`src/rtl/sncr_pkg.sv`:
```
package sncr_pkg;
  // ----------------------------------------
  // register offsets, as node config numbers
  // ----------------------------------------
  localparam logic [7:0] ADDR_NODE_ID = 8'h05;
  localparam logic [7:0] ADDR_SW_DIV = 8'h07;
  localparam logic [7:0] ADDR_REF_DIV = 8'h08;
  localparam logic [7:0] ADDR_SCAN_ID = 8'h09;
  localparam logic [7:0] ADDR_USER = 8'h0A;
  localparam logic [7:0] ADDR_DIR_LO = 8'h0C;
  localparam logic [7:0] ADDR_DIR_HI = 8'h0D;
  localparam logic [7:0] ADDR_DBG_CFG0 = 8'h10;
  localparam logic [7:0] ADDR_DBG_SRC = 8'h1F;
  localparam logic [7:0] ADDR_EXT_BASE = 8'h20;
  localparam logic [7:0] ADDR_PROC_BASE = 8'h40;
  // ----------------------------------------
  // sizes and reset values
  // ----------------------------------------
  localparam int EXT_LINKS = 9;
  localparam int PROC_LINKS = 8;
  localparam int TILES = 2;
  localparam logic [15:0] RST_NODE_ID = 16'h0000;
  localparam logic [15:0] RST_SW_DIV = 16'h0000;
  localparam logic [15:0] RST_REF_DIV = 16'h0003;
  localparam logic [31:0] RST_DIRS = 32'h0000_0000;
  // ----------------------------------------
  // field positions
  // ----------------------------------------
  localparam int USER_OTP_LSB = 18;
  localparam int DBG_REQ_EN_BIT = 1;
  localparam int DBG_DRIVE_EN_BIT = 0;
  localparam int SRC_EXT_BIT = 4;
  localparam int SRC_CORE1_BIT = 1;
  localparam int SRC_CORE0_BIT = 0;
  localparam int LNK_KIND_LSB = 24;
  localparam int LNK_DEST_LSB = 16;
  localparam int LNK_DIR_LSB = 8;
  localparam int LNK_NET_LSB = 4;
  localparam int LNK_JUNK_BIT = 2;
  localparam int LNK_DBUSY_BIT = 1;
  localparam int LNK_SBUSY_BIT = 0;
  // ----------------------------------------
  // carriers
  // ----------------------------------------
  typedef struct packed {
    logic valid;
    logic write;
    logic [7:0] addr;
    logic [31:0] wdata;
  } sncr_cfg_req_type;
  typedef struct packed {
    logic [1:0] kind;
    logic [7:0] dest;
    logic junk;
    logic dst_busy;
    logic src_busy;
  } sncr_link_stat_type;
  typedef struct packed {
    logic [3:0] dir;
    logic [1:0] net;
  } sncr_link_cfg_type;

  // one status word layout for both link kinds; reserved bits stay zero
  function automatic logic [31:0] sncr_status_word(sncr_link_stat_type s, logic [3:0] dir, logic [1:0] net);
    logic [31:0] w;
    w = 32'h0000_0000;
    w[LNK_KIND_LSB+:2] = s.kind;
    w[LNK_DEST_LSB+:8] = s.dest;
    w[LNK_DIR_LSB+:4] = dir;
    w[LNK_NET_LSB+:2] = net;
    w[LNK_JUNK_BIT] = s.junk;
    w[LNK_DBUSY_BIT] = s.dst_busy;
    w[LNK_SBUSY_BIT] = s.src_busy;
    return w;
  endfunction
endpackage

```
`src/rtl/sncr_node_regs.sv`:
```
`timescale 1ns/1ps
`default_nettype none
// Overview of operation
// - switch clock divider, 16-bit read-write low field, resets to zero.
// - reference clock divider, 16-bit read-write low field, resets to three.
// - user code reads otp code in 31:18 and metal id in 17:0.
// - scan device identity reads as a fixed 32-bit word, four fields.
// - low direction table holds dimensions 7..0, four bits each, reset zero.
// - high direction table holds dimensions 15..8, four bits each, reset zero.
// - route uses direction of most significant bit where destination differs from node.
// - tile config bit 1 lets the shared debug net request debug of that core.
// - tile config bit 0 lets that core's halted flag drive the shared net.
// - debug source records last event origin: bit 4 pin, bits 1/0 cores.
// - link status bits 25:24 report the source kind, read-only.
// - link status bits 23:16 report the destination link while in use.
// - external link bits 11:8 hold its direction, read-write, reset zero.
// - link status bits 5:4 hold its network number, read-write, reset zero.
// - bit 2 shows the current packet is junk being discarded.
// - bit 1 shows destination side busy, bit 0 source side busy.
// - processor link status at 0x40..0x47, same fields but no direction.
// - node identifier, 16-bit read-write, reset zero, compared for routing.
module sncr_node_regs #(
  parameter int EXT_LINKS = sncr_pkg::EXT_LINKS,
  parameter int PROC_LINKS = sncr_pkg::PROC_LINKS,
  parameter logic [31:0] SCAN_ID = 32'h1234_5679, // arbitrary value
  parameter logic [13:0] OTP_USER_CODE = 14'h0000, // arbitrary value
  parameter logic [17:0] METAL_ID = 18'h00001 // arbitrary value
) (
  input wire logic sys_clk,
  input wire logic rst,
  input wire sncr_pkg::sncr_cfg_req_type cfg_req,
  output logic cfg_ack,
  output logic [31:0] cfg_rdata,
  input wire sncr_pkg::sncr_link_stat_type [EXT_LINKS-1:0] ext_stat,
  input wire sncr_pkg::sncr_link_stat_type [PROC_LINKS-1:0] proc_stat,
  output sncr_pkg::sncr_link_cfg_type [EXT_LINKS-1:0] ext_cfg,
  output logic [PROC_LINKS-1:0][1:0] proc_net,
  input wire logic [1:0] core_halted_flag,
  input wire logic ext_debug_req,
  output logic shared_debug_net,
  output logic [1:0] debug_request,
  input wire logic route_req,
  input wire logic [15:0] route_dest,
  output logic route_valid,
  output logic [3:0] route_dir,
  output logic route_mismatch,
  output logic [15:0] node_id,
  output logic [15:0] switch_clock_ratio,
  output logic [15:0] reference_clock_ratio
);
  // ----------------------------------------
  // elaboration checks
  // ----------------------------------------
  if (EXT_LINKS < 1 || EXT_LINKS > 9) begin : g_bad_ext
    $error("EXT_LINKS must be 1..9");
  end
  if (PROC_LINKS < 1 || PROC_LINKS > 8) begin : g_bad_proc
    $error("PROC_LINKS must be 1..8");
  end

  logic [31:0] dirs_low, next_dirs_low;
  logic [31:0] dirs_high, next_dirs_high;
  logic [15:0] next_node_id, next_sw_div, next_ref_div;
  logic [1:0][1:0] dbg_cfg, next_dbg_cfg;
  logic [4:0] dbg_src, next_dbg_src;
  sncr_pkg::sncr_link_cfg_type [EXT_LINKS-1:0] next_ext_cfg;
  logic [PROC_LINKS-1:0][1:0] next_proc_net;
  logic next_ack;
  logic [31:0] next_rdata;
  logic next_net;
  logic [1:0] next_dbg_req;
  logic net_event;
  logic [4:0] src_now;
  logic pick_mismatch;
  logic [3:0] pick_dir;
  logic wr, rd;

  assign wr = cfg_req.valid & cfg_req.write;
  assign rd = cfg_req.valid & ~cfg_req.write;

  // ----------------------------------------
  // routing
  // ----------------------------------------
  sncr_route_pick u_pick (
    .node_id(node_id),
    .dest(route_dest),
    .dirs_low(dirs_low),
    .dirs_high(dirs_high),
    .dir(pick_dir),
    .mismatch(pick_mismatch)
  );

  // ----------------------------------------
  // debug net
  // ----------------------------------------
  always_comb begin
    next_net = ext_debug_req;
    src_now = 5'h00;
    src_now[sncr_pkg::SRC_EXT_BIT] = ext_debug_req;
    for (int t = 0; t < sncr_pkg::TILES; t++) begin
      if (core_halted_flag[t] && dbg_cfg[t][sncr_pkg::DBG_DRIVE_EN_BIT]) begin
        next_net = 1'b1;
      end
    end
    src_now[sncr_pkg::SRC_CORE0_BIT] = core_halted_flag[0] & dbg_cfg[0][sncr_pkg::DBG_DRIVE_EN_BIT];
    src_now[sncr_pkg::SRC_CORE1_BIT] = core_halted_flag[1] & dbg_cfg[1][sncr_pkg::DBG_DRIVE_EN_BIT];
    net_event = next_net & ~shared_debug_net;
    for (int t = 0; t < sncr_pkg::TILES; t++) begin
      next_dbg_req[t] = next_net & dbg_cfg[t][sncr_pkg::DBG_REQ_EN_BIT];
    end
  end

  // ----------------------------------------
  // register writes
  // ----------------------------------------
  always_comb begin
    next_node_id = node_id;
    next_sw_div = switch_clock_ratio;
    next_ref_div = reference_clock_ratio;
    next_dirs_low = dirs_low;
    next_dirs_high = dirs_high;
    next_dbg_cfg = dbg_cfg;
    next_dbg_src = dbg_src;
    next_ext_cfg = ext_cfg;
    next_proc_net = proc_net;
    if (wr) begin
      case (cfg_req.addr)
        sncr_pkg::ADDR_NODE_ID: next_node_id = cfg_req.wdata[15:0];
        sncr_pkg::ADDR_SW_DIV: next_sw_div = cfg_req.wdata[15:0];
        sncr_pkg::ADDR_REF_DIV: next_ref_div = cfg_req.wdata[15:0];
        sncr_pkg::ADDR_DIR_LO: next_dirs_low = cfg_req.wdata;
        sncr_pkg::ADDR_DIR_HI: next_dirs_high = cfg_req.wdata;
        sncr_pkg::ADDR_DBG_CFG0: next_dbg_cfg[0] = cfg_req.wdata[1:0];
        sncr_pkg::ADDR_DBG_CFG0 + 8'h01: next_dbg_cfg[1] = cfg_req.wdata[1:0];
        sncr_pkg::ADDR_DBG_SRC: begin
          next_dbg_src = cfg_req.wdata[4:0] & 5'h13;
        end
        default: begin
          // only direction and network bits of link words take writes
          for (int i = 0; i < EXT_LINKS; i++) begin
            if (cfg_req.addr == sncr_pkg::ADDR_EXT_BASE + 8'(i)) begin
              next_ext_cfg[i].dir = cfg_req.wdata[sncr_pkg::LNK_DIR_LSB+:4];
              next_ext_cfg[i].net = cfg_req.wdata[sncr_pkg::LNK_NET_LSB+:2];
            end
          end
          for (int i = 0; i < PROC_LINKS; i++) begin
            if (cfg_req.addr == sncr_pkg::ADDR_PROC_BASE + 8'(i)) begin
              next_proc_net[i] = cfg_req.wdata[sncr_pkg::LNK_NET_LSB+:2];
            end
          end
        end
      endcase
    end
    // a new debug event beats a software write in the same cycle
    if (net_event) begin
      next_dbg_src = src_now;
    end
  end

  // ----------------------------------------
  // read mux
  // ----------------------------------------
  always_comb begin
    next_ack = cfg_req.valid;
    next_rdata = cfg_rdata;
    if (rd) begin
      next_rdata = 32'h0000_0000;
      case (cfg_req.addr)
        sncr_pkg::ADDR_NODE_ID: next_rdata[15:0] = node_id;
        sncr_pkg::ADDR_SW_DIV: next_rdata[15:0] = switch_clock_ratio;
        sncr_pkg::ADDR_REF_DIV: next_rdata[15:0] = reference_clock_ratio;
        sncr_pkg::ADDR_SCAN_ID: next_rdata = SCAN_ID;
        sncr_pkg::ADDR_USER: next_rdata = {OTP_USER_CODE, METAL_ID};
        sncr_pkg::ADDR_DIR_LO: next_rdata = dirs_low;
        sncr_pkg::ADDR_DIR_HI: next_rdata = dirs_high;
        sncr_pkg::ADDR_DBG_CFG0: next_rdata[1:0] = dbg_cfg[0];
        sncr_pkg::ADDR_DBG_CFG0 + 8'h01: next_rdata[1:0] = dbg_cfg[1];
        sncr_pkg::ADDR_DBG_SRC: next_rdata[4:0] = dbg_src;
        default: begin
          for (int i = 0; i < EXT_LINKS; i++) begin
            if (cfg_req.addr == sncr_pkg::ADDR_EXT_BASE + 8'(i)) begin
              next_rdata = sncr_pkg::sncr_status_word(ext_stat[i], ext_cfg[i].dir, ext_cfg[i].net);
            end
          end
          for (int i = 0; i < PROC_LINKS; i++) begin
            if (cfg_req.addr == sncr_pkg::ADDR_PROC_BASE + 8'(i)) begin
              // no direction field on processor links
              next_rdata = sncr_pkg::sncr_status_word(proc_stat[i], 4'h0, proc_net[i]);
            end
          end
        end
      endcase
    end
  end

  // ----------------------------------------
  // state registers
  // ----------------------------------------
  always_ff @(posedge sys_clk) begin
    if (rst) begin
      node_id <= sncr_pkg::RST_NODE_ID;
      switch_clock_ratio <= sncr_pkg::RST_SW_DIV;
      reference_clock_ratio <= sncr_pkg::RST_REF_DIV;
      dirs_low <= sncr_pkg::RST_DIRS;
      dirs_high <= sncr_pkg::RST_DIRS;
      dbg_cfg <= '0;
      dbg_src <= 5'h00;
      ext_cfg <= '0;
      proc_net <= '0;
      cfg_ack <= 1'b0;
      cfg_rdata <= 32'h0000_0000;
      shared_debug_net <= 1'b0;
      debug_request <= 2'h0;
      route_valid <= 1'b0;
      route_dir <= 4'h0;
      route_mismatch <= 1'b0;
    end else begin
      node_id <= next_node_id;
      switch_clock_ratio <= next_sw_div;
      reference_clock_ratio <= next_ref_div;
      dirs_low <= next_dirs_low;
      dirs_high <= next_dirs_high;
      dbg_cfg <= next_dbg_cfg;
      dbg_src <= next_dbg_src;
      ext_cfg <= next_ext_cfg;
      proc_net <= next_proc_net;
      cfg_ack <= next_ack;
      cfg_rdata <= next_rdata;
      shared_debug_net <= next_net;
      debug_request <= next_dbg_req;
      route_valid <= route_req;
      route_dir <= route_req ? pick_dir : route_dir;
      route_mismatch <= route_req ? pick_mismatch : route_mismatch;
    end
  end
endmodule
`default_nettype wire

```
`src/rtl/sncr_route_pick.sv`:
```
`timescale 1ns/1ps
`default_nettype none
module sncr_route_pick (
  input wire logic [15:0] node_id,
  input wire logic [15:0] dest,
  input wire logic [31:0] dirs_low,
  input wire logic [31:0] dirs_high,
  output logic [3:0] dir,
  output logic mismatch
);
  logic [15:0] diff;
  logic [63:0] table_all;
  logic [3:0] dim;

  // ----------------------------------------
  // most significant differing bit
  // ----------------------------------------
  always_comb begin
    diff = node_id ^ dest;
    table_all = {dirs_high, dirs_low};
    dim = 4'h0;
    mismatch = 1'b0;
    for (int k = 0; k < 16; k++) begin
      if (diff[k]) begin
        dim = 4'(k);
        mismatch = 1'b1;
      end
    end
    // dimension k lives at bits 4k+3..4k of the joined tables
    dir = table_all[{dim, 2'b00}+:4];
  end
endmodule
`default_nettype wire

```
`config.mk`:
```
export PLATFORM = sky130hd
export DESIGN_NAME = sncr_node_regs
export DESIGN_NICKNAME = d
export VERILOG_FILES = /design/src/rtl/sncr_pkg.sv /design/src/rtl/sncr_node_regs.sv /design/src/rtl/sncr_route_pick.sv
export SDC_FILE = /design/constraint.sdc
export NUM_CORES = 1
export LEC_CHECK = 0
export BUFFER_PORTS_ARGS = -buffer_cell sky130_fd_sc_hd__buf_2
export CORE_ASPECT_RATIO = 0.9
export CORE_MARGIN = 3
export CORE_UTILIZATION = 45
export DETAILED_ROUTE_END_ITERATION = 12
export GPL_TIMING_DRIVEN = 1
export PLACE_DENSITY_LB_ADDON = 0.3
export SYNTH_ARGS = -nofsm -noshare
export SYNTH_HDL_FRONTEND = slang
export SYNTH_HIERARCHICAL = 1
export SYNTH_SLANG_ARGS = --single-unit
```
`constraint.sdc`:
```
create_clock -name sys_clk -period 2.8 [get_ports sys_clk]
set_clock_uncertainty 0.15 [all_clocks]
set_input_delay 0.28 -clock sys_clk [delete_from_list [all_inputs] [get_ports sys_clk]]
set_output_delay 0.28 -clock sys_clk [all_outputs]
set_load 0.03 [all_outputs]
```
After elaboration in Yosys (flattened, before gate mapping). Cells that the tools add are included.

Input port bits: 285. Register bits after elaboration: 231. Output and inout bits: 160. Logic and storage cells: 171.

Shifts and indexed selects: 1. Eq/ne operators: 27. Bitwise operators: 11. Multiplexer cells: 57. Reduce and logical (&&, ||, !) cells: 34.

Operators with widths (count): 32-bit 2-to-1 mux (16); 11-bit one-hot mux with 7 select lines (1); 8-bit by 6-bit equality test with 1-bit output, second input constant (9); 8-bit by 7-bit equality test with 1-bit output, second input constant (8); 16-bit one-hot mux with 4 select lines (1); 64-bit by 7-bit indexed part select with 4-bit output (1); 3-bit AND reduction (17); 8-bit by 4-bit equality test with 1-bit output, second input constant (5); 4-bit 2-to-1 mux (8); 26-bit 2-to-1 mux (1); 8-bit by 5-bit equality test with 1-bit output, second input constant (3); 3-bit one-hot mux with 8 select lines (1); 1-bit 2-to-1 mux (19); 2-bit one-hot mux with 9 select lines (1); 8-bit by 3-bit equality test with 1-bit output, second input constant (2); 2-bit AND reduction (8); 16-bit bitwise XOR (1); 5-bit 2-to-1 mux (3); 3-bit 2-to-1 mux (4); 8-bit OR reduction (1); 1-bit bitwise AND (7); 7-bit OR reduction (1); 2-bit 2-to-1 mux (2); 2-bit nonzero test (2); other kinds (5) (8).

Logic depth before layout (Yosys ltp).
Depth after elaboration: 19. Depth in mapped cells: 10. Mapped depth without buffers: 9.

Modules after synthesis. Netlist, hierarchy kept.

By module, submodules not included: sncr_node_regs (area an instance 12204.2 sq um, cells an instance 1576, times used 1); sncr_route_pick (area an instance 870.8 sq um, cells an instance 107, times used 1).

Worst setup path after synthesis. No wires, ideal clock.

Path type: register -> register. From: reg node_id[15]. To: reg route_dir[0]. Slack: 0.136 ns. Stages on the path, launching flop included: 11. Arrival: 2.387 ns. Cells stage by stage: dfxtp_1 xnor2_1 a21boi_1 o2111ai_2 nand2_2 buf_6 mux2i_1 o22ai_1 or4_1 mux2i_1 nor2_1.

Longest elaborated chain between the ends: 3.

RTL lines: start: declaration (line sncr_node_regs.sv:47) `output logic [15:0] node_id,`; start signal: assignment (line sncr_node_regs.sv:201) `node_id <= sncr_pkg::RST_NODE_ID;`; start signal: assignment (line sncr_node_regs.sv:218) `node_id <= next_node_id;`; 16-bit bitwise XOR (line sncr_route_pick.sv:19) `diff = node_id ^ dest;`; 4-bit 2-to-1 mux (line sncr_route_pick.sv:24) `if (diff[k]) begin`; 64-bit by 7-bit indexed part select with 4-bit output (line sncr_route_pick.sv:30) `dir = table_all[{dim, 2'b00}+:4];`; named net pick_dir[0] (line sncr_node_regs.sv:75) `logic [3:0] pick_dir;`; end signal: assignment (line sncr_node_regs.sv:232) `route_dir <= route_req ? pick_dir : route_dir;`; end: declaration (line sncr_node_regs.sv:45) `output logic [3:0] route_dir,`.

The timed path passes the listed nets, and every way through them passes these cells. A chain may end at the register's enable or synchronous reset.

Worst setup path after layout.
From: reg node_id[5]. To: reg route_dir[3].

Longest elaborated chain between the ends: 13.

RTL lines (line): 16-bit bitwise XOR (sncr_route_pick.sv:19); 3-bit 2-to-1 mux (3 in a row) (sncr_route_pick.sv:24); 4-bit 2-to-1 mux (8 in a row) (sncr_route_pick.sv:24); 64-bit by 7-bit indexed part select with 4-bit output (sncr_route_pick.sv:30); named net pick_dir[3] (sncr_node_regs.sv:75).

The timed path passes the listed nets, and every way through them passes these cells.

==> results.toml <==
[clock_network]
cts_buffer_depth = 3
clk-insertion-delay-late_ns = 0.55
numCtsBuffers = 26
clkTransAtPathRegs_ns = 0.06
htreeDepth = 1
cts-root-buf = "clkbuf_16"
cts_tree = "yes"
cts_sinks = 231
cts_setup_buffers = 0

[floorplanning]
ioPinCount = 445
fp.dieArea_um2 = 31140
core_um2 = 28300
die_h_um = 167.7
initial_core_util_pct = 46.20
die_x_um = 185.7
num_rows = 58

[critical_path]
crit_buf_inv = 1
crit_path_end_kind = "flip-flop"
ff2ff_path_depth = 10
path_max_fanout = 16
cp_top_family = "simple AND/OR/NAND/NOR gates"
crit_path_top_delay_cell = "or4_1"
cp.arrival_ns = 2.98
reg2reg_to = "route_dir[3]"
crit_top_cell = "mux2i_1"
r2r-start = "node_id[5]"
crit_required_ns = 3.05
path_cells = "xor2_1 > a211oi_2 > o2111ai_2 > nand2_4 > clkbuf_16 > mux2i_1 > o22ai_1 > or4_1 > mux2i_1 > nor2_1"
r2r_setup_slack_ns = 0.07
startpoint_type = "flip-flop"
path_class = "flip-flop to flip-flop"
slowest_delay_ns = 0.50

[drt]
antenna_left = 0
firstDrtPassIters = 7
met1_length_um = 26210
route.met3.wl_um = 8202
drtIter0Drc = 1997
drt_drc_violations_left = 0
dr_wl_met2_um = 29130
drt-total-wl_um = 67410
wl_per_cell_um = 26.18
viasPerCell = 6.313
top_layer_used = "met5"
vias = 16260

[synth]
syn_area_per_cell_um2 = 7.769
synth_fa_ha_area_share_pct = 0
synth_xor_area_share_pct = 1.388
yosysSeqAreaShare_pct = 35.37
synth_top_family_by_area = "compound AO/OA/AOI/OAI gates"
synth_edf_count = 0
synth_simple_gate_area_share_pct = 23.22
ys_warn_count = 6
syn_inst = 1683
ys.flop_type = "dfxtp_1"
synthDistinctLibCells = 89
syn_area_um2 = 13080
synth.area.mux_share_pct = 7.091
synthArstFlopShare_pct = 0
synth_compound_area_share_pct = 27.30
ys_ff_latch = 231
syn_nets = 1968

[grt]
antenna_found_initial = 8
grt-ovfl-total = 0
grt_pass1_wl_um = 96250
grt_pass1_vias = 15110
grt_use_total_pct = 40.73
grt_max_degree = 83

[place]
portBuffers = 444
place_congestion = 1.067
dpl.hpwl_um = 51010
placedCellCount = 2479
placed_cell_area_um2 = 16280

[final_layout]
final_common_cell = "buf_2"
nets = 2474
area_growth_pct = 35.71
drive_gt1_share_pct = 31.91
n_fill_cell = 2577
final_cell_mix = "buf_2, nand2_1, dfxtp_1, a21oi_1, nor2_1"
final_cell_area_um2 = 17740
layoutNonFillerInstCount = 2575

[power_and_ir_drop]
cellPowerDensity_nw_per_um2 = 458.1
power_leakage_uw = 0.007197
ir_worst_vdd_mv = 0.4758

[min_path]
min_path_type = "input pin to flip-flop"
min_to = "cfg_rdata[22]"
hold_path.startpoint = "proc_stat[87]"
min_path_cells = 3

[sta]
finalCritPeriodShare_pct = 97.38
hold_violations = 0
setup_viol = 0
fmax_ghz = 0.3668
worst_slew_pin_slew_ns = 0.7948
fin_crit_ns = 2.727
drv_slew = 0
slew_headroom_pct = 46.61
final.setup.tns_ns = 0

[run]
cap_violations = 0

[outcome]
status = "finished clean"
==> cell type report <==
type / count / area (µm²) / area share, %
multi-input cells: 1292 / 7812 / 44.03
flip-flops and latches: 231 / 4624 / 26.06
repair buffers: 625 / 3860 / 21.75
clock buffers: 34 / 750.7 / 4.231
well taps: 360 / 450.4 / 2.538
clock inverters: 14 / 182.7 / 1.029
inverters: 13 / 48.80 / 0.2750
diodes: 6 / 15.01 / 0.08461
==> synthesized netlist by cell type, types with 6 or more instances <==
master / count / area (µm²)
nor2b_1: 8 / 50.05
mux2_2: 11 / 123.9
a221o_1: 10 / 100.1
inv_1: 13 / 48.80
nand3_1: 43 / 215.2
nor3_1: 22 / 110.1
o21ai_0: 49 / 245.2
o22ai_1: 43 / 269.0
mux2i_1: 78 / 780.8
dfxtp_1: 231 / 4624
nor2_1: 134 / 503.0
a31oi_1: 8 / 50.05
buf_2: 56 / 280.3
and3_1: 8 / 50.05
nand2_1: 334 / 1254
a211o_1: 7 / 61.31
a21oi_1: 197 / 986.0
nand2b_1: 7 / 43.79
o211ai_1: 18 / 135.1
xnor2_1: 9 / 78.83
o32ai_1: 6 / 52.55
xor2_1: 8 / 70.07
nor2_2: 8 / 50.05
a22o_1: 9 / 78.83
nor4_1: 11 / 68.82
a311oi_1: 7 / 61.31
a221oi_1: 38 / 332.8
buf_1: 6 / 22.52
clkbuf_1: 71 / 266.5
or4_1: 6 / 45.04
a211oi_1: 27 / 202.7
a32oi_1: 6 / 52.55
a222oi_1: 7 / 70.07
buf_4: 9 / 67.56
and2_1: 9 / 56.30
o221ai_1: 12 / 105.1
a22oi_1: 49 / 367.9
==> power breakdown <==
part           internal, µW  switching [µW]  leakage [µW]  total [µW]
logic                   449             695       0.00487        1140
clock network          2180            1470      0.000463        3650
registers              3310            18.0       0.00187        3330
total                  5950            2180       0.00720        8130
==> flip-flops by register name, summed over array words and instances, names as in the netlist, 2 cells and up <==
register	flops
ext_cfg	54
dirs_high	32
cfg_rdata	32
proc_net	16
node_id	16
switch_clock_ratio	16
route_dir	4
debug_request	2
dbg_cfg	4
reference_clock_ratio	16
dbg_src	3
dirs_low	32
==> through the flow <==
stage | power [µW] | hold WS (ns) | setup WS (ns) | util, %
floorplan | 3911 | 0.2582 | 0.1358 | -
CTS | 8093 | 0.001220 | 0.04157 | 62.25
detailed placement | 4440 | 0.3105 | -0.03181 | 57.54
finish | 8129 | 0.008905 | 0.07344 | 62.70
global placement | 4434 | 0.3039 | 0.04120 | 57.54
global route | 8341 | 0.007559 | -0.02689 | 62.69
==> worst reg2reg max path, delay by kind of cell (launching register included) <==
| family | cells | cell delay, ns |
|---|---|---|
| xor+xnor | 1 | 0.13 |
| mux | 2 | 0.38 |
| simple gates | 3 | 0.72 |
| flops | 1 | 0.41 |
| buf+inv | 1 | 0.22 |
| compound gates | 3 | 0.58 |
==> cells by family (layout without fill, tap and decap cells) <==
kind of cell              after synthesis  after routing
other                                   0              6
xor gates and xnor gates               19             19
buffers and inverters                 160            686
and+or+nand+nor                       647            647
DFF                                   231            231
AOI/OAI and AO/OA                     536            536
muxes                                  90             90
==> worst max path at each step <==
stage               slack [ns]      startpoint            to  cells past startpoint
floorplan                 0.14     node_id[15]  route_dir[0]                     10
global placement          0.04   route_dest[1]  route_dir[2]                     11
detailed placement       -0.03  route_dest[15]  route_dir[1]                     11
CTS                       0.04     node_id[15]  route_dir[1]                     10
global route             -0.03      node_id[5]  route_dir[1]                     10
finish                    0.07      node_id[5]  route_dir[3]                     10
==> layer usage <==
layer  global-route usage [%]  vias to the layer above
met5                        0                        -
met4                    20.65                        2
li1                         -                     7177
met2                    61.55                     1245
met3                    9.036                      189
met1                    54.69                     7644
==> timing repair <==
action | CTS | global route
hold buffers | 40 | 0
gates resized for setup | 0 | 9
hold endpoints to repair | 115 | 0
setup endpoints to repair | 0 | 4
Note: power is estimated with default switching activity, not from simulation.
